[config.mk]
export PLATFORM = sky130hd
export DESIGN_NAME = t1rir_status
export DESIGN_NICKNAME = d
export VERILOG_FILES = /design/src/verilog/t1rir_pkg.sv /design/src/verilog/t1rir_line_if.sv /design/src/verilog/t1rir_clock_mon.sv /design/src/verilog/t1rir_line_mon.sv /design/src/verilog/t1rir_status.sv
export SDC_FILE = /design/constraint.sdc
export NUM_CORES = 1
export LEC_CHECK = 0
export ABC_AREA = 1
export BUFFER_PORTS_ARGS = -buffer_cell sky130_fd_sc_hd__buf_2
export CORE_MARGIN = 10
export CORE_UTILIZATION = 63
export CTS_CLUSTER_DIAMETER = 40
export DETAILED_ROUTE_END_ITERATION = 6
export PLACE_DENSITY = 0.9
export SYNTH_ARGS = -nofsm -noshare
export SYNTH_HDL_FRONTEND = slang
export SYNTH_SLANG_ARGS = --single-unit
[constraint.sdc]
create_clock -name i_clk -period 4.2 [get_ports i_clk]
set_input_delay 0.63 -clock i_clk [delete_from_list [all_inputs] [get_ports i_clk]]
set_output_delay 0.63 -clock i_clk [all_outputs]
set_load 0.02 [all_outputs]
[src/verilog/t1rir_pkg.sv]
/*
 * Constants for the receive information status block: register
 * addresses, bit positions, line monitor counts and timing.
 * Assumes a 10 MHz system clock; nothing else.
 */
package t1rir_pkg;

   // Register addresses on the parallel control port
   localparam logic [7:0] ADDR_LEVEL_CLOCK   = 8'h10;
   localparam logic [7:0] ADDR_FRAMING_EVT  = 8'h22;
   localparam logic [7:0] ADDR_ALARM_SLIP   = 8'h31;

   // Register indices inside the flag arrays
   localparam int unsigned IDX_FRAMING = 0;
   localparam int unsigned IDX_ALARM   = 1;
   localparam int unsigned IDX_LEVEL   = 2;
   localparam int unsigned NUM_REGS    = 3;

   // Reset value of every latched flag and shadow byte
   localparam logic [7:0] FLAGS_RESET = 8'h00;
   // Value returned for an unmapped address
   localparam logic [7:0] UNMAPPED_DATA = 8'h00;

   // Framing event register bit positions
   localparam int unsigned BIT_ALIGN_CHANGE = 7;
   localparam int unsigned BIT_EIGHT_ZERO   = 6;
   localparam int unsigned BIT_SIXTEEN_ZERO = 5;
   localparam int unsigned BIT_RX_FULL      = 4;
   localparam int unsigned BIT_RX_EMPTY     = 3;
   localparam int unsigned BIT_SEVERE_FRAME = 2;
   localparam int unsigned BIT_B8ZS_CODE    = 1;
   localparam int unsigned BIT_FRAME_BIT    = 0;

   // Alarm clear and slip register bit positions
   localparam int unsigned BIT_SYNC_REGAIN  = 7;
   localparam int unsigned BIT_CARRIER_BACK = 6;
   localparam int unsigned BIT_TX_FULL      = 5;
   localparam int unsigned BIT_TX_EMPTY     = 4;
   localparam int unsigned BIT_TX_SLIP      = 3;
   localparam int unsigned BIT_BLUE_CLEAR   = 2;
   localparam int unsigned BIT_RX_DENSITY   = 1;
   localparam int unsigned BIT_TX_DENSITY   = 0;

   // Level and clock register bit positions
   localparam int unsigned BIT_LEVEL_HIGH   = 7;
   localparam int unsigned BIT_LEVEL_LOW    = 6;
   localparam int unsigned BIT_JITTER_LIMIT = 5;
   localparam int unsigned BIT_CLOCK_LOST   = 4;
   localparam int unsigned BIT_CARRIER_LOSS = 3;
   // Unassigned low bits of the level register
   localparam logic [7:0] LEVEL_UNUSED_MASK = 8'h07;

   // Zero run and carrier recovery counts, in line bits
   localparam int unsigned ZERO_RUN_SHORT   = 8;
   localparam int unsigned ZERO_RUN_LONG    = 16;
   localparam int unsigned ZERO_RUN_LOSS    = 192;
   localparam int unsigned ONES_TO_RECOVER  = 14;
   localparam int unsigned RECOVER_WINDOW   = 112;

   // Receive clock loss timing
   localparam int unsigned CLK_PERIOD_NS    = 100;
   localparam int unsigned CLOCK_LOSS_NS    = 2000;
   // Least time, so round up to whole cycles
   localparam int unsigned CLOCK_LOSS_CYC   =
      (CLOCK_LOSS_NS + CLK_PERIOD_NS - 1) / CLK_PERIOD_NS;

   // Carrier state of the line monitor
   typedef enum logic [0:0] {
      CARRIER_UP   = 1'b0,
      CARRIER_DOWN = 1'b1
   } t1rir_carrier_t;

endpackage

[src/verilog/t1rir_line_if.sv]
/*
 * Carrier between the status core and its two line monitors.
 * Assumes all signals are on the system clock domain and the
 * core has already synchronised the line pins.
 */
`timescale 1ns/1ps
`default_nettype none

interface t1rir_line_if;
   logic rclk_s;        // Synchronised receive clock level
   logic pos_s;         // Synchronised positive rail
   logic neg_s;         // Synchronised negative rail
   logic bit_stb;       // One line bit sampled this cycle
   logic clk_lost;      // Receive clock missing, level
   logic zero8_p;       // Eighth zero of a run, pulse
   logic zero16_p;      // Sixteenth zero of a run, pulse
   logic carrier_loss;  // Framer carrier loss, level

   // Core drives pins, reads monitor results
   modport core (output rclk_s, pos_s, neg_s,
                 input  bit_stb, clk_lost, zero8_p, zero16_p,
                        carrier_loss);
   // Clock watchdog
   modport clk_mon (input rclk_s, output bit_stb, clk_lost);
   // Zero run and carrier monitor
   modport line_mon (input bit_stb, pos_s, neg_s,
                     output zero8_p, zero16_p, carrier_loss);
endinterface

`default_nettype wire

[src/verilog/t1rir_clock_mon.sv]
/*
 * Receive clock watchdog: finds rising edges of the synchronised
 * receive clock and flags a missing clock after a quiet period.
 * Assumes the clock level arrives already through two flops.
 */
`timescale 1ns/1ps
`default_nettype none

module t1rir_clock_mon #(
   parameter int unsigned LOSS_CYC = t1rir_pkg::CLOCK_LOSS_CYC
) (
   // Clock, reset, enable
   input  wire logic     i_clk,
   input  wire logic     i_rst_b,
   input  wire logic     i_ce,
   // Link to core
   t1rir_line_if.clk_mon lnk
);
   localparam int unsigned CW = $clog2(LOSS_CYC + 1);

   initial begin
      if (LOSS_CYC < 1) begin
         $error("LOSS_CYC must be at least one");
      end
   end

   logic          prev_q, prev_d;   // Clock level last cycle
   logic [CW-1:0] quiet_q, quiet_d; // Cycles since a transition

   // Edge and quiet time
   always_comb begin
      prev_d  = prev_q;
      quiet_d = quiet_q;
      if (i_ce) begin
         prev_d = lnk.rclk_s;
         if (lnk.rclk_s != prev_q) begin
            quiet_d = '0;              // Any transition restarts
         end else if (quiet_q != CW'(LOSS_CYC)) begin
            quiet_d = quiet_q + CW'(1); // Saturating count
         end
      end
   end

   always_ff @(posedge i_clk) begin
      if (!i_rst_b) begin
         prev_q  <= 1'b0;
         quiet_q <= '0;
      end else begin
         prev_q  <= prev_d;
         quiet_q <= quiet_d;
      end
   end

   // Rising edge marks one line bit
   assign lnk.bit_stb  = i_ce & lnk.rclk_s & ~prev_q;
   // Clock lost once quiet for the least loss time
   assign lnk.clk_lost = (quiet_q == CW'(LOSS_CYC));
endmodule

`default_nettype wire

[src/verilog/t1rir_line_mon.sv]
/*
 * Zero run and framer carrier monitor on the receive rails.
 * Assumes a bit strobe per received bit and synchronised rails;
 * a mark on either rail counts as a one.
 */
`timescale 1ns/1ps
`default_nettype none

module t1rir_line_mon #(
   parameter int unsigned LOSS_ZEROS = t1rir_pkg::ZERO_RUN_LOSS,
   parameter int unsigned ONES_MIN   = t1rir_pkg::ONES_TO_RECOVER,
   parameter int unsigned WINDOW     = t1rir_pkg::RECOVER_WINDOW
) (
   // Clock, reset, enable
   input  wire logic      i_clk,
   input  wire logic      i_rst_b,
   input  wire logic      i_ce,
   // Link to core
   t1rir_line_if.line_mon lnk
);
   localparam int unsigned ZW = $clog2(LOSS_ZEROS + 1);
   localparam int unsigned WW = $clog2(WINDOW + 1);

   initial begin
      if (LOSS_ZEROS <= t1rir_pkg::ZERO_RUN_LONG ||
          ONES_MIN < 1 || ONES_MIN > WINDOW) begin
         $error("line monitor counts out of range");
      end
   end

   logic                     one_bit;          // Mark on a rail
   logic [ZW-1:0]            zrun_q, zrun_d;   // Zero run length
   logic [WW-1:0]            wpos_q, wpos_d;   // Window position
   logic [WW-1:0]            ones_q, ones_d;   // Ones in window
   logic [WW-1:0]            ones_now;         // Ones incl. this bit
   t1rir_pkg::t1rir_carrier_t st_q, st_d;      // Carrier state

   assign one_bit  = lnk.pos_s | lnk.neg_s;
   assign ones_now = ones_q + WW'(one_bit);

   // Run counting and carrier state
   always_comb begin
      zrun_d = zrun_q;
      wpos_d = wpos_q;
      ones_d = ones_q;
      st_d   = st_q;
      if (i_ce && lnk.bit_stb) begin
         if (one_bit) begin
            zrun_d = '0;
         end else if (zrun_q != ZW'(LOSS_ZEROS)) begin
            zrun_d = zrun_q + ZW'(1);
         end
         case (st_q)
            t1rir_pkg::CARRIER_UP: begin
               // Loss after the full zero run
               if (zrun_d == ZW'(LOSS_ZEROS)) begin
                  st_d   = t1rir_pkg::CARRIER_DOWN;
                  wpos_d = '0;
                  ones_d = '0;
               end
            end
            t1rir_pkg::CARRIER_DOWN: begin
               // Windowed ones density ends the loss
               if (wpos_q == WW'(WINDOW - 1)) begin
                  if (ones_now >= WW'(ONES_MIN)) begin
                     st_d = t1rir_pkg::CARRIER_UP;
                  end
                  wpos_d = '0;
                  ones_d = '0;
               end else begin
                  wpos_d = wpos_q + WW'(1);
                  ones_d = ones_now;
               end
            end
            default: begin
               st_d = t1rir_pkg::CARRIER_UP;
            end
         endcase
      end
   end

   always_ff @(posedge i_clk) begin
      if (!i_rst_b) begin
         zrun_q <= '0;
         wpos_q <= '0;
         ones_q <= '0;
         st_q   <= t1rir_pkg::CARRIER_UP;
      end else begin
         zrun_q <= zrun_d;
         wpos_q <= wpos_d;
         ones_q <= ones_d;
         st_q   <= st_d;
      end
   end

   // Pulse on reaching each run length
   assign lnk.zero8_p  = i_ce & lnk.bit_stb & ~one_bit &
      (zrun_q == ZW'(t1rir_pkg::ZERO_RUN_SHORT - 1));
   assign lnk.zero16_p = i_ce & lnk.bit_stb & ~one_bit &
      (zrun_q == ZW'(t1rir_pkg::ZERO_RUN_LONG - 1));
   assign lnk.carrier_loss = (st_q == t1rir_pkg::CARRIER_DOWN);
endmodule

`default_nettype wire

[src/verilog/t1rir_status.sv]
/*
 * Receive information status registers: three latched flag bytes
 * read by the host through a mask-write, read, clear-write cycle.
 * Assumes port strobes and event inputs are on the system clock;
 * receive clock and rails are pins and are synchronised here.
 */
// Overview of operation
// - Alignment change after resync sets bit 7.
// - Eight zeros in a row set bit 6.
// - Sixteen zeros in a row set bit 5.
// - Receive store full, frame deleted, bit 4.
// - Receive store empty, frame repeated, bit 3.
// - Two of six framing bits wrong, bit 2.
// - B8ZS codeword seen in any mode, bit 1.
// - Wrong framing bit sets bit 0.
// - Sync regained sets bit 7, held until read.
// - Carrier restored sets bit 6, held until read.
// - Transmit store full, frame deleted, bit 5.
// - Transmit store empty, frame repeated, bit 4.
// - Any transmit slip sets bit 3.
// - Blue alarm ended sets bit 2, held.
// - Receive density violation sets bit 1.
// - Transmit density violation sets bit 0.
// - Two-bit receive level in bits 7:6.
// - Jitter FIFO near limit sets bit 5.
// - Receive clock quiet two microseconds, bit 4.
// - 192 zeros in a row set bit 3.
// - Loss clears after 14 ones in 112.
// - Low three level bits are don't care.
// - Flags latch until read; alarms persist.
// - Mask write refreshes; masked write-back clears.
`timescale 1ns/1ps
`default_nettype none

module t1rir_status #(
   parameter int unsigned LOSS_CYC   = t1rir_pkg::CLOCK_LOSS_CYC,
   parameter int unsigned LOSS_ZEROS = t1rir_pkg::ZERO_RUN_LOSS
) (
   // Clock, reset, enable
   input  wire logic       i_clk,
   input  wire logic       i_rst_b,
   input  wire logic       i_ce,
   // Parallel control port, synchronous strobes
   input  wire logic       i_bus_wr,
   input  wire logic       i_bus_rd,
   input  wire logic [7:0] i_bus_addr,
   input  wire logic [7:0] i_bus_wdata,
   output logic      [7:0] o_bus_rdata,
   // Receive line pins
   input  wire logic       i_rx_clock_in,
   input  wire logic       i_rx_positive_rail_in,
   input  wire logic       i_rx_negative_rail_in,
   // Framer events, one-cycle pulses
   input  wire logic       i_align_change,
   input  wire logic       i_severe_framing,
   input  wire logic       i_b8zs_code,
   input  wire logic       i_frame_bit_err,
   input  wire logic       i_sync_regained,
   input  wire logic       i_blue_cleared,
   input  wire logic       i_rx_density_viol,
   input  wire logic       i_tx_density_viol,
   // Elastic store events, one-cycle pulses
   input  wire logic       i_rx_store_full,
   input  wire logic       i_rx_store_empty,
   input  wire logic       i_tx_store_full,
   input  wire logic       i_tx_store_empty,
   // Line interface status
   input  wire logic       i_carrier_restored,
   input  wire logic       i_jitter_near_limit,
   input  wire logic [1:0] i_rx_level
);
   localparam int unsigned N = t1rir_pkg::NUM_REGS;

   // Address to register index; valid flag in the top bit
   function automatic logic [2:0] decode(input logic [7:0] a);
      case (a)
         t1rir_pkg::ADDR_FRAMING_EVT: decode = {1'b1, 2'(0)};
         t1rir_pkg::ADDR_ALARM_SLIP:  decode = {1'b1, 2'(1)};
         t1rir_pkg::ADDR_LEVEL_CLOCK: decode = {1'b1, 2'(2)};
         default:                     decode = 3'h0;
      endcase
   endfunction

   // Monitor link
   t1rir_line_if lnk ();

   // Pin synchronisers, two flops each
   logic [2:0] pin_m_q, pin_m_d;     // First stage
   logic [2:0] pin_s_q, pin_s_d;     // Second stage

   // Flag storage
   logic [7:0] latch_q  [N];         // Latched flags
   logic [7:0] latch_d  [N];
   logic [7:0] shadow_q [N];         // Bytes the host reads
   logic [7:0] shadow_d [N];
   logic [7:0] set_v    [N];         // Set terms this cycle
   logic [7:0] rdata_d;              // Next read data
   logic [2:0] wsel;                 // Decoded write/read target

   assign wsel = decode(i_bus_addr);

   // Clock watchdog
   t1rir_clock_mon #(
      .LOSS_CYC (LOSS_CYC)
   ) u_clock_mon (
      .i_clk   (i_clk),
      .i_rst_b (i_rst_b),
      .i_ce    (i_ce),
      .lnk     (lnk.clk_mon)
   );

   // Zero run and carrier monitor
   t1rir_line_mon #(
      .LOSS_ZEROS (LOSS_ZEROS),
      .ONES_MIN   (t1rir_pkg::ONES_TO_RECOVER),
      .WINDOW     (t1rir_pkg::RECOVER_WINDOW)
   ) u_line_mon (
      .i_clk   (i_clk),
      .i_rst_b (i_rst_b),
      .i_ce    (i_ce),
      .lnk     (lnk.line_mon)
   );

   // Synchroniser next values
   always_comb begin
      pin_m_d = pin_m_q;
      pin_s_d = pin_s_q;
      if (i_ce) begin
         pin_m_d = {i_rx_clock_in, i_rx_positive_rail_in,
                    i_rx_negative_rail_in};
         pin_s_d = pin_m_q;
      end
   end

   always_ff @(posedge i_clk) begin
      if (!i_rst_b) begin
         pin_m_q <= 3'h0;
         pin_s_q <= 3'h0;
      end else begin
         pin_m_q <= pin_m_d;
         pin_s_q <= pin_s_d;
      end
   end

   assign lnk.rclk_s = pin_s_q[2];
   assign lnk.pos_s  = pin_s_q[1];
   assign lnk.neg_s  = pin_s_q[0];

   // Set terms for each register
   always_comb begin
      for (int i = 0; i < N; i++) begin
         set_v[i] = 8'h00;
      end
      // Framing event register
      set_v[t1rir_pkg::IDX_FRAMING][t1rir_pkg::BIT_ALIGN_CHANGE] =
         i_align_change;
      set_v[t1rir_pkg::IDX_FRAMING][t1rir_pkg::BIT_EIGHT_ZERO] =
         lnk.zero8_p;
      set_v[t1rir_pkg::IDX_FRAMING][t1rir_pkg::BIT_SIXTEEN_ZERO] =
         lnk.zero16_p;
      set_v[t1rir_pkg::IDX_FRAMING][t1rir_pkg::BIT_RX_FULL] =
         i_rx_store_full;
      set_v[t1rir_pkg::IDX_FRAMING][t1rir_pkg::BIT_RX_EMPTY] =
         i_rx_store_empty;
      set_v[t1rir_pkg::IDX_FRAMING][t1rir_pkg::BIT_SEVERE_FRAME] =
         i_severe_framing;
      set_v[t1rir_pkg::IDX_FRAMING][t1rir_pkg::BIT_B8ZS_CODE] =
         i_b8zs_code;
      set_v[t1rir_pkg::IDX_FRAMING][t1rir_pkg::BIT_FRAME_BIT] =
         i_frame_bit_err;
      // Alarm clear and slip register
      set_v[t1rir_pkg::IDX_ALARM][t1rir_pkg::BIT_SYNC_REGAIN] =
         i_sync_regained;
      set_v[t1rir_pkg::IDX_ALARM][t1rir_pkg::BIT_CARRIER_BACK] =
         i_carrier_restored;
      set_v[t1rir_pkg::IDX_ALARM][t1rir_pkg::BIT_TX_FULL] =
         i_tx_store_full;
      set_v[t1rir_pkg::IDX_ALARM][t1rir_pkg::BIT_TX_EMPTY] =
         i_tx_store_empty;
      set_v[t1rir_pkg::IDX_ALARM][t1rir_pkg::BIT_TX_SLIP] =
         i_tx_store_full | i_tx_store_empty;
      set_v[t1rir_pkg::IDX_ALARM][t1rir_pkg::BIT_BLUE_CLEAR] =
         i_blue_cleared;
      set_v[t1rir_pkg::IDX_ALARM][t1rir_pkg::BIT_RX_DENSITY] =
         i_rx_density_viol;
      set_v[t1rir_pkg::IDX_ALARM][t1rir_pkg::BIT_TX_DENSITY] =
         i_tx_density_viol;
      // Level and clock register; levels hold the flag up
      set_v[t1rir_pkg::IDX_LEVEL][t1rir_pkg::BIT_JITTER_LIMIT] =
         i_jitter_near_limit;
      set_v[t1rir_pkg::IDX_LEVEL][t1rir_pkg::BIT_CLOCK_LOST] =
         lnk.clk_lost;
      set_v[t1rir_pkg::IDX_LEVEL][t1rir_pkg::BIT_CARRIER_LOSS] =
         lnk.carrier_loss;
   end

   // Latch, mask-refresh and clear
   always_comb begin
      logic [7:0] clr;
      logic       hit;
      clr     = 8'h00;
      hit     = 1'b0;
      rdata_d = o_bus_rdata;
      for (int i = 0; i < N; i++) begin
         hit = i_ce && i_bus_wr && wsel[2] && (wsel[1:0] == 2'(i));
         // Write-back of bits already shown clears them
         clr = hit ? (i_bus_wdata & shadow_q[i]) : 8'h00;
         latch_d[i] = latch_q[i];
         if (i_ce) begin
            // Set wins over clear; alarms re-set
            latch_d[i] = (latch_q[i] & ~clr) | set_v[i];
         end
      end
      // Level field is live, unassigned bits stay zero
      latch_d[t1rir_pkg::IDX_LEVEL][t1rir_pkg::BIT_LEVEL_HIGH] =
         i_rx_level[1];
      latch_d[t1rir_pkg::IDX_LEVEL][t1rir_pkg::BIT_LEVEL_LOW] =
         i_rx_level[0];
      latch_d[t1rir_pkg::IDX_LEVEL] = latch_d[t1rir_pkg::IDX_LEVEL] &
         ~t1rir_pkg::LEVEL_UNUSED_MASK;
      // Shadow refresh after the level field is final, so a
      // write-back never blanks the live level code
      for (int i = 0; i < N; i++) begin
         hit = i_ce && i_bus_wr && wsel[2] && (wsel[1:0] == 2'(i));
         shadow_d[i] = shadow_q[i];
         if (hit) begin
            // Refresh ones in the mask, hold zeros
            shadow_d[i] = (shadow_q[i] & ~i_bus_wdata) |
                          (latch_d[i] & i_bus_wdata);
         end
      end
      // Read data registered one cycle after the strobe
      if (i_ce && i_bus_rd) begin
         rdata_d = wsel[2] ? shadow_q[wsel[1:0]]
                           : t1rir_pkg::UNMAPPED_DATA;
      end
   end

   always_ff @(posedge i_clk) begin
      if (!i_rst_b) begin
         for (int i = 0; i < N; i++) begin
            latch_q[i]  <= t1rir_pkg::FLAGS_RESET;
            shadow_q[i] <= t1rir_pkg::FLAGS_RESET;
         end
         o_bus_rdata <= t1rir_pkg::UNMAPPED_DATA;
      end else begin
         for (int i = 0; i < N; i++) begin
            latch_q[i]  <= latch_d[i];
            shadow_q[i] <= shadow_d[i];
         end
         o_bus_rdata <= rdata_d;
      end
   end
endmodule

`default_nettype wire
# == After elaboration in Yosys (flattened, before gate mapping) ==
# Memories as Yosys holds them, arrays and structs flattened.
# Cells that the tools add are included.
# op_classes
add_sub_neg,4
mul,0
n_div,0
order_cmp,1
n_eq_ne,14
n_shift,0
muxes,33
bitwise_logic,39
n_reduce_logical,11
# ops
op,count
$mux 8,17
$and 8x8->8,10
$or 8x8->8,5
$pmux 7 s2,2
$not 8->8,3
$mux 7,3
$eq 8x6->1 const B,2
$and 6x6->6,2
$mux 6,2
$mux 5,2
$pmux 3 s3,1
$add 8x1->8 const B,1
$eq 8x3->1 const B,1
$eq 8x4->1 const B,1
$eq 8x5->1 const B,1
$eq 8x8->1 const B,1
$ne 8x8->1 const B,1
$or 1x1->1,8
$add 7x1->7,1
$add 7x1->7 const B,1
$eq 7x7->1 const B,1
$ge 7x4->1 const B,1
$logic_and 1x1->1,7
$and 1x1->1,6
other kinds (15),22
# word_totals
ff_bits,43
latchBits,0
mem_bits_rw,48
mem_bits_ro,0
inputBits,40
out_inout_bits,8
elab_cells,113
n_memories,2
# mem_list
memory,depth,width,read_ports,rd_ports_with_merged_regs,write_ports,line,text
latch_q,3,8,3,0,3,t1rir_status.sv:92,logic [7:0] latch_q [N];
shadow_q,3,8,4,0,3,t1rir_status.sv:94,logic [7:0] shadow_q [N];

# == Logic depth before layout (Yosys ltp) ==
# Gate-level depths: netlist of run 1.
# depth
word_depth,13
depth_mapped,14
depth_no_buf,14

# == Modules after synthesis ==
# From an unflattened synthesis of run 1, not the netlist that was laid out.
# hier_totals
hier_cells,673
hier_area_um2,4581.9
# modules_own_cells
module,instances,cells_each,area_per_inst_um2,seq_area_each_um2
t1rir_status,1,386,2701.3,1141.1
t1rir_line_mon,1,228,1491.4,460.4
t1rir_clock_mon,1,59,389.1,120.1

# == Least setup slack after synthesis of run 1 ==
# No wires, ideal clock.
# synth_path
kind,in2reg
from,in i_bus_addr[7]
to,reg (tool-made name)
setup_ns,0.109
arrival_time_ns,1.778
required_time_ns,4.091
path_slack_ns,2.312
path_stages,9
path_buffers,0
cell_sequence,nor2_1 -> nand2_1 -> nor2_2 -> nand3b_1 -> nand3_2 -> nor2_1 -> o211ai_1 -> nand2_1 -> inv_1
# synth_rtl
item,line,text
start: declaration,t1rir_status.sv:46,"input wire logic [7:0] i_bus_addr,"

# == Final worst setup path of run 1 ==
# layout_path
from,in i_ce
to,reg u_line_mon.wpos_q[0]
# layout_between
elab_chain_len,4
# layout_rtl
item,line,text
start: declaration,t1rir_status.sv:42,"input wire logic i_ce,"
$and 1x1->1 (2 in a row),t1rir_clock_mon.sv:55,assign lnk.bit_stb = i_ce & lnk.rclk_s & ~prev_q;
$logic_and 1x1->1 *,t1rir_line_mon.sv:47,if (i_ce && lnk.bit_stb) begin
$reduce_and 2->1 (no line) *,-,
end signal: assignment,t1rir_line_mon.sv:90,wpos_q <= wpos_d;
end: declaration,t1rir_line_mon.sv:33,"logic [WW-1:0] wpos_q, wpos_d;"
# Every way passes the cells marked *; elsewhere a longest branch is shown, timed or not.
# A chain may end at the register's enable or synchronous reset.

==> results of run 1 <==
==> routing by layer <==
layer / vias to the layer above / part of all wire [%] / track usage, %
li1: 2193 / - / -
met1: 1968 / 43 / 23.4
met2: 133 / 50 / 34.6
met3: 28 / 5.9 / 4.34
met4: 0 / 1.7 / 6.96
met5: - / 0 / 0
==> area by class of cell <==
type	count	area share (%)
clock buffers	10	2.81
clock inverters	6	1.41
inverters	90	6.90
multi-input cells	451	46.0
flip-flops and latches	86	35.2
well taps	96	2.45
repair buffers	50	5.26
==> worst max-delay path, stage by stage <==
cell and delay (ns):
buf_2 0.45, nand2_1 0.16, nor2_1 0.12, buf_4 0.25, nand2_1 0.52, nand3b_1 0.32, nand2_1 0.09, nor2_1 0.09
==> stage by stage <==
| step | worst slack, ns | instance area, µm² |
|---|---|---|
| floorplan | 2.31 | 4420 |
| global placement | 1.71 | 4690 |
| detailed placement | 1.57 | 4690 |
| CTS | 1.91 | 4900 |
| global route | 1.67 | 4900 |
| finish | 1.85 | 4900 |
==> power by group through the flow <==
stage	Clock [mW]	Combinational (mW)	Sequential, mW
6_report	0.608	0.128	0.847
3_3_place_gp	0	0.121	0.865
4_1_cts	0.614	0.127	0.847
3_5_place_dp	0	0.125	0.866
5_1_grt	0.646	0.145	0.850
2_1_floorplan	0	0.0827	0.862
==> kinds of logic (layout without fill, tap and decap cells) <==
logic type                 count (synthesis)  in the layout  share of synthesized area, %
buffers and inverters                    112            156                          10.0
adders and majority gates                  7              7                          1.98
DFF                                       86             86                          39.0
and+or+nand+nor                          294            294                          29.8
AOI/OAI and AO/OA                        139            139                          17.1
xor gates and xnor gates                  11             11                          2.18
==> cells in the final DEF (no fill, tap or decap), drive strengths merged, types with 2 or more instances in the layout <==
cell | netlist | final
clkbuf | 15 | 10
clkinv | 0 | 2
nor2 | 77 | 77
o211ai | 20 | 20
nand3b | 10 | 10
nand3 | 38 | 38
xor2 | 10 | 10
o21ai | 50 | 50
o21a | 2 | 2
nand4 | 16 | 16
a21oi | 66 | 66
inv | 90 | 92
buf | 7 | 50
nand2 | 141 | 141
nor3 | 10 | 10
ha | 7 | 7
dfxtp | 86 | 86
==> how the worst max path moves through the flow <==
| stage | from | endpoint | slack [ns] | cells after the start |
|---|---|---|---|---|
| 3_3_place_gp | i_ce | u_line_mon.wpos_q[5] | 1.71 | 7 |
| 3_5_place_dp | i_ce | u_line_mon.wpos_q[6] | 1.57 | 8 |
| 5_1_grt | i_ce | u_line_mon.wpos_q[3] | 1.67 | 8 |
| 4_1_cts | i_ce | u_line_mon.wpos_q[3] | 1.91 | 7 |
| 6_report | i_ce | u_line_mon.wpos_q[0] | 1.85 | 8 |
| 2_1_floorplan | i_bus_addr[7] | flip-flop | 2.31 | 9 |
==> flow_metrics.py, run 1 <==
metrics = {
    "placed_design": {
        "port_buffers": 47,
        "dpl.hpwl_um": 7600,
        "gp_congestion": 0.903,
        "dpl.cell_count": 773,
    },
    "floorplanning": {
        "initial_utilization_pct": 65.0,
        "dieWidth_um": 104,
        "core_um2": 6790,
        "die_height_um": 104,
        "die_area_um2": 10800,
        "io-pin-count": 48,
        "std_cell_rows": 30,
    },
    "worst_hold_path": {
        "hold_class": "reg2reg",
        "min_to": "o_bus_rdata[6]",
        "hold_start": "o_bus_rdata[6]",
        "min_delay_path_depth": 2,
    },
    "drt": {
        "wl_um": 11000,
        "route.detailed.drc": 0,
        "vias": 4322,
        "ant_nets": 0,
        "viasPerCell": 5.48,
        "routedWlPerCell_um": 14.0,
        "first_pass_iters": 5,
        "drt_iter0_drc": 268,
    },
    "power": {
        "combPwrFrac_pct": 8.1,
        "p_sw_mw": 0.411,
        "p_int_mw": 1.17,
        "seqPwrFrac_pct": 53.5,
        "power_frac_clock_pct": 38.4,
        "power.total_mw": 1.58,
        "ir_drop_mv": 0.283,
        "powerDensity_nw_per_um2": 323,
        "netSwitchingFraction_pct": 26.0,
        "leakage_nw": 2.25,
    },
    "clock_network": {
        "cts_resized": 0,
        "tritoncts": "built",
        "clock_sinks": 86,
        "cts_hold_buffers": 0,
        "htree_levels": 3,
        "cts.path.max_buffers": 2,
        "numCtsBuffers": 9,
        "cts_setup_buffers": 0,
        "clk_pin_slew_ns": 0.09,
        "cts-root-buf": "clkbuf_8",
        "clock_latency_ns": 0.37,
    },
    "grt": {
        "grt_start_max_net_pins": 43,
        "grt_overflow": 0,
        "grt_pass1_wl_um": 18400,
        "grt_antenna_before_repair": 0,
        "first_global_vias": 4148,
        "grt_usage_pct": 19.9,
    },
    "worst_setup_path": {
        "regToRegSetupSlack_ns": 2.04,
        "worstSetupStartpointType": "input port",
        "cp_max_fo": 33,
        "path_class": "in2reg",
        "r2r_cells": 11,
        "endpoint_kind": "flip-flop",
        "reg2reg_from": "u_line_mon.zrun_q[1]",
        "cp_data_arrival_time_ns": 2.65,
        "cp.required_ns": 4.51,
        "reg2reg_to": "u_line_mon.wpos_q[0]",
    },
    "layout": {
        "fin_cells": 789,
        "multiInputGateArea_um2": 2250,
        "areaGrowthSynthToFinish_pct": 10.8,
        "fin_util_pct": 72.1,
        "n_fill_cell": 549,
        "register_area_um2": 1720,
        "num_antenna_cells": 0,
        "final_nets": 735,
        "drive_above_1_share_pct": 13.3,
    },
    "yosys": {
        "synth_flop_cell": "dfxtp_1",
        "synthesis.instances": 649,
        "yosysWarnings": 0,
        "syn_nets": 696,
        "synth_cell_types": 32,
        "yosysSeqAreaShare_pct": 39.0,
        "ys_async_sr_fraction_pct": 0,
        "avgSynthCellArea_um2": 6.81,
        "synth_edf_count": 0,
        "yosys-top-cells-count": "140 x nand2_1, 86 x dfxtp_1, 77 x inv_1",
        "synth_area_leader_cell": "dfxtp_1",
        "yosysTopAreaCellShare_pct": 39.0,
        "ys_ff_latch": 86,
        "yosysMostFrequentCell": "nand2_1",
        "syn_area_um2": 4420,
        "synth.area.top_cells": "dfxtp_1 39%, nand2_1 12%, a21oi_1 7.5%",
    },
    "timing": {
        "rsz0062_at_grt": "no",
        "final_hold_viol_count": 0,
        "period_needed_ns": 2.35,
        "period_share_pct": 55.8,
        "finalMaxSlewViolations": 0,
        "clock-skew-final_ns": 0.00839,
        "setup_viol": 0,
        "worst_hold_slack_ns": 0.464,
        "setup_tns_ns": 0,
        "max_slew_margin_pct": 45.6,
        "worst_pin_slew_ns": 0.814,
        "fmax_mhz": 426,
    },
    "flow_run": {
        "drv_cap": 0,
    },
    "outcome": {
        "outcome": "finished clean",
    },
}
No activity file was read; power rests on OpenSTA's default activity.
==> inputs of run 2 (changes only) <==
- ABC_AREA: 1 -> 0
- CORE_UTILIZATION: 63 -> 53
- PLACE_DENSITY: 0.9 -> 0.81
- clock period: 4.2 -> 2 ns (I/O delays scaled with it)
==> run 2 against run 1 <==
The flow now finishes with violations (setup timing). Core utilization shrank 6.3 points. Non-clock buffer count up 35. Flip-flop and latch count stayed put. Via count decreased by 2.3%. Total power up 110%. Global-route usage is 0.67 points lower. Final cell count shrank 12%. Clock power grew 110%. Critical path depth rose by 1. Critical path type is now reg2reg. Largest cell class unchanged.
==> flow_metrics.py, run 2 <==
metrics = {
    "power": {
        "power_frac_clock_pct": 39.5,
        "p_sw_mw": 0.850,
        "power.total_mw": 3.29,
        "leakage_nw": 2.02,
        "netSwitchingFraction_pct": 25.8,
        "combPwrFrac_pct": 7.0,
        "ir_drop_mv": 0.480,
        "seqPwrFrac_pct": 53.6,
        "p_int_mw": 2.44,
        "powerDensity_nw_per_um2": 640,
    },
    "placed_design": {
        "place_area_um2": 4890,
        "port_buffers": 47,
        "gp_congestion": 0.867,
        "dpl.hpwl_um": 8240,
    },
    "yosys": {
        "synth_edf_count": 0,
        "ys_async_sr_fraction_pct": 0,
        "ys_ff_latch": 86,
        "yosysWarnings": 0,
        "syn_area_um2": 4300,
        "syn_nets": 567,
        "synth_area_leader_cell": "dfxtp_1",
        "synthesis.instances": 520,
        "yosysSeqAreaShare_pct": 40.0,
        "yosys-top-cells-count": "86 x dfxtp_1, 55 x nand2_1, 54 x nor2_1",
        "yosysTopAreaCellShare_pct": 40.0,
        "synth_flop_cell": "dfxtp_1",
        "synth_cell_types": 59,
        "synth.area.top_cells": "dfxtp_1 40%, nand2_1 4.8%, nor2_1 4.7%",
        "avgSynthCellArea_um2": 8.27,
        "yosysMostFrequentCell": "dfxtp_1",
    },
    "grt": {
        "first_global_vias": 4093,
        "grt_usage_pct": 19.2,
        "grt_antenna_before_repair": 0,
        "grt_pass1_wl_um": 19100,
        "grt_overflow": 0,
        "grt_start_max_net_pins": 42,
    },
    "floorplanning": {
        "std_cell_rows": 32,
        "dieWidth_um": 110,
        "core_um2": 7810,
        "die_area_um2": 12100,
        "io-pin-count": 48,
        "die_height_um": 110,
        "initial_utilization_pct": 55.1,
    },
    "layout": {
        "final_nets": 631,
        "register_area_um2": 1720,
        "drive_above_1_share_pct": 21.4,
        "num_antenna_cells": 0,
        "final_cell_area_um2": 5130,
        "areaGrowthSynthToFinish_pct": 19.4,
        "n_fill_cell": 651,
        "final_common_cell": "dfxtp_1",
        "multiInputGateArea_um2": 2400,
        "layout_common_cells": "84 x dfxtp_1, 55 x nand2_1, 54 x nor2_1",
    },
    "drt": {
        "first_pass_iters": 6,
        "route.detailed.drc": 0,
        "routedWlPerCell_um": 16.4,
        "drt_iter0_drc": 302,
        "viasPerCell": 6.11,
        "wl_um": 11300,
        "vias": 4221,
        "ant_nets": 0,
    },
    "timing": {
        "worst_pin_slew_ns": 0.561,
        "max_slew_margin_pct": 62.6,
        "period_share_pct": 115,
        "setup_viol": 15,
        "fmax_mhz": 435,
        "final_hold_viol_count": 0,
        "worst_slack_ns": -0.299,
        "finalMaxSlewViolations": 0,
        "clock-skew-final_ns": 0.00915,
        "period_needed_ns": 2.30,
        "rsz0062_at_grt": "yes",
    },
    "worst_setup_path": {
        "cp_max_fo": 8,
        "cp.required_ns": 2.26,
        "worstSetupStartpointType": "flip-flop",
        "path_class": "reg2reg",
        "cp_data_arrival_time_ns": 2.55,
        "endpoint_kind": "flip-flop",
    },
    "clock_network": {
        "cts_setup_buffers": 0,
        "numCtsBuffers": 9,
        "htree_levels": 3,
        "clock_sinks": 86,
        "cts-root-buf": "clkbuf_8",
        "clk_pin_slew_ns": 0.10,
        "cts.path.max_buffers": 2,
        "tritoncts": "built",
        "cts_hold_buffers": 0,
        "clock_latency_ns": 0.36,
    },
    "outcome": {
        "outcome": "finished with violations",
        "failed_checks": "setup timing",
    },
    "flow_run": {
        "drv_cap": 0,
    },
    "worst_hold_path": {
        "hold_class": "in2reg",
    },
}
[run 2: cell count changes after synthesis, sizes merged, moves of 15 or more]
cell and change:
a211oi +15, a21oi -46, a221oi +15, a22oi +24, inv -65, nand2 -86
nor2 -22, o211ai -18, o21ai -38
[run 2: final timing paths]
check	from	to	slack [ns]	cells past startpoint
worst min register to register	shadow_q[2][2]	shadow_q[2][2]	0.44	2
worst max register to register	u_line_mon.zrun_q[0]	u_line_mon.wpos_q[2]	-0.30	9
worst min-delay path	i_bus_wdata[1]	shadow_q[2][1]	0.17	2
worst max-delay path	u_line_mon.zrun_q[0]	u_line_mon.wpos_q[2]	-0.30	9
[run 2: what timing repair did]
item                                    4_1_cts  5_1_grt
gates cloned                                  0        0
resized for setup                             6        4
endpoints found under the setup margin       15       16
hold endpoints to repair                      0        0
pin swaps                                     1        1
[run 2: cell families (layout without fill, tap and decap cells)]
family / Yosys count / in the layout / synth area share [%]
compound gates: 128 / 128 / 22.1
xor+xnor: 11 / 11 / 2.24
fa+ha+maj: 7 / 7 / 2.04
buf+inv: 57 / 126 / 5.30
flops: 86 / 86 / 40.0
mux: 14 / 14 / 3.29
simple gates: 217 / 217 / 25.0
[run 2: critical path: stages (launching register included)]
cell and delay, ns:
dfxtp_2 0.35, inv_2 0.07, ha_4 0.12, or3b_4 0.38, or2_4 0.25, o22a_1 0.23, a2111oi_4 0.21, buf_6 0.18
nor2_4 0.05, o311a_1 0.35
[run 2: power by group through the flow]
stage               Combinational [mW]  Sequential (mW)  Clock, mW
finish                           0.229             1.76       1.30
detailed placement               0.225             1.80          0
global route                     0.252             1.76       1.40
floorplan                        0.120             1.80          0
global placement                 0.216             1.80          0
CTS                              0.226             1.76       1.33
[run 2: routing by layer]
layer,global-route usage [%],up-vias,routed length [µm]
li1,-,2040,-
met1,24.0,2029,4890
met2,31.4,131,5520
met3,3.31,21,715
met4,9.39,0,208
met5,0,-,0
[run 2: final cells by class]
cell class                 count  share of cell area [%]
multi-input combinational    377                    46.7
sequential                    86                    33.6
timing repair buffer          85                    11.3
tap                          102                    2.49
clock buffer                   9                    2.41
inverter                      25                    1.83
clock inverter                 7                    1.73
[run 2: metrics by stage]
stage                     TNS [ns]  worst slack [ns]  instances  hold slack, ns  util [%]
after floorplan              -5.77            -0.538        520           0.387         -
after global placement       -2.92            -0.269        675           0.418      62.6
after detailed placement     -4.22            -0.320        675           0.425      62.6
after CTS                    -3.15            -0.306        691           0.148      65.6
after global routing         -4.27            -0.376        691           0.150      65.8
final                        -2.91            -0.299        691           0.166      65.8
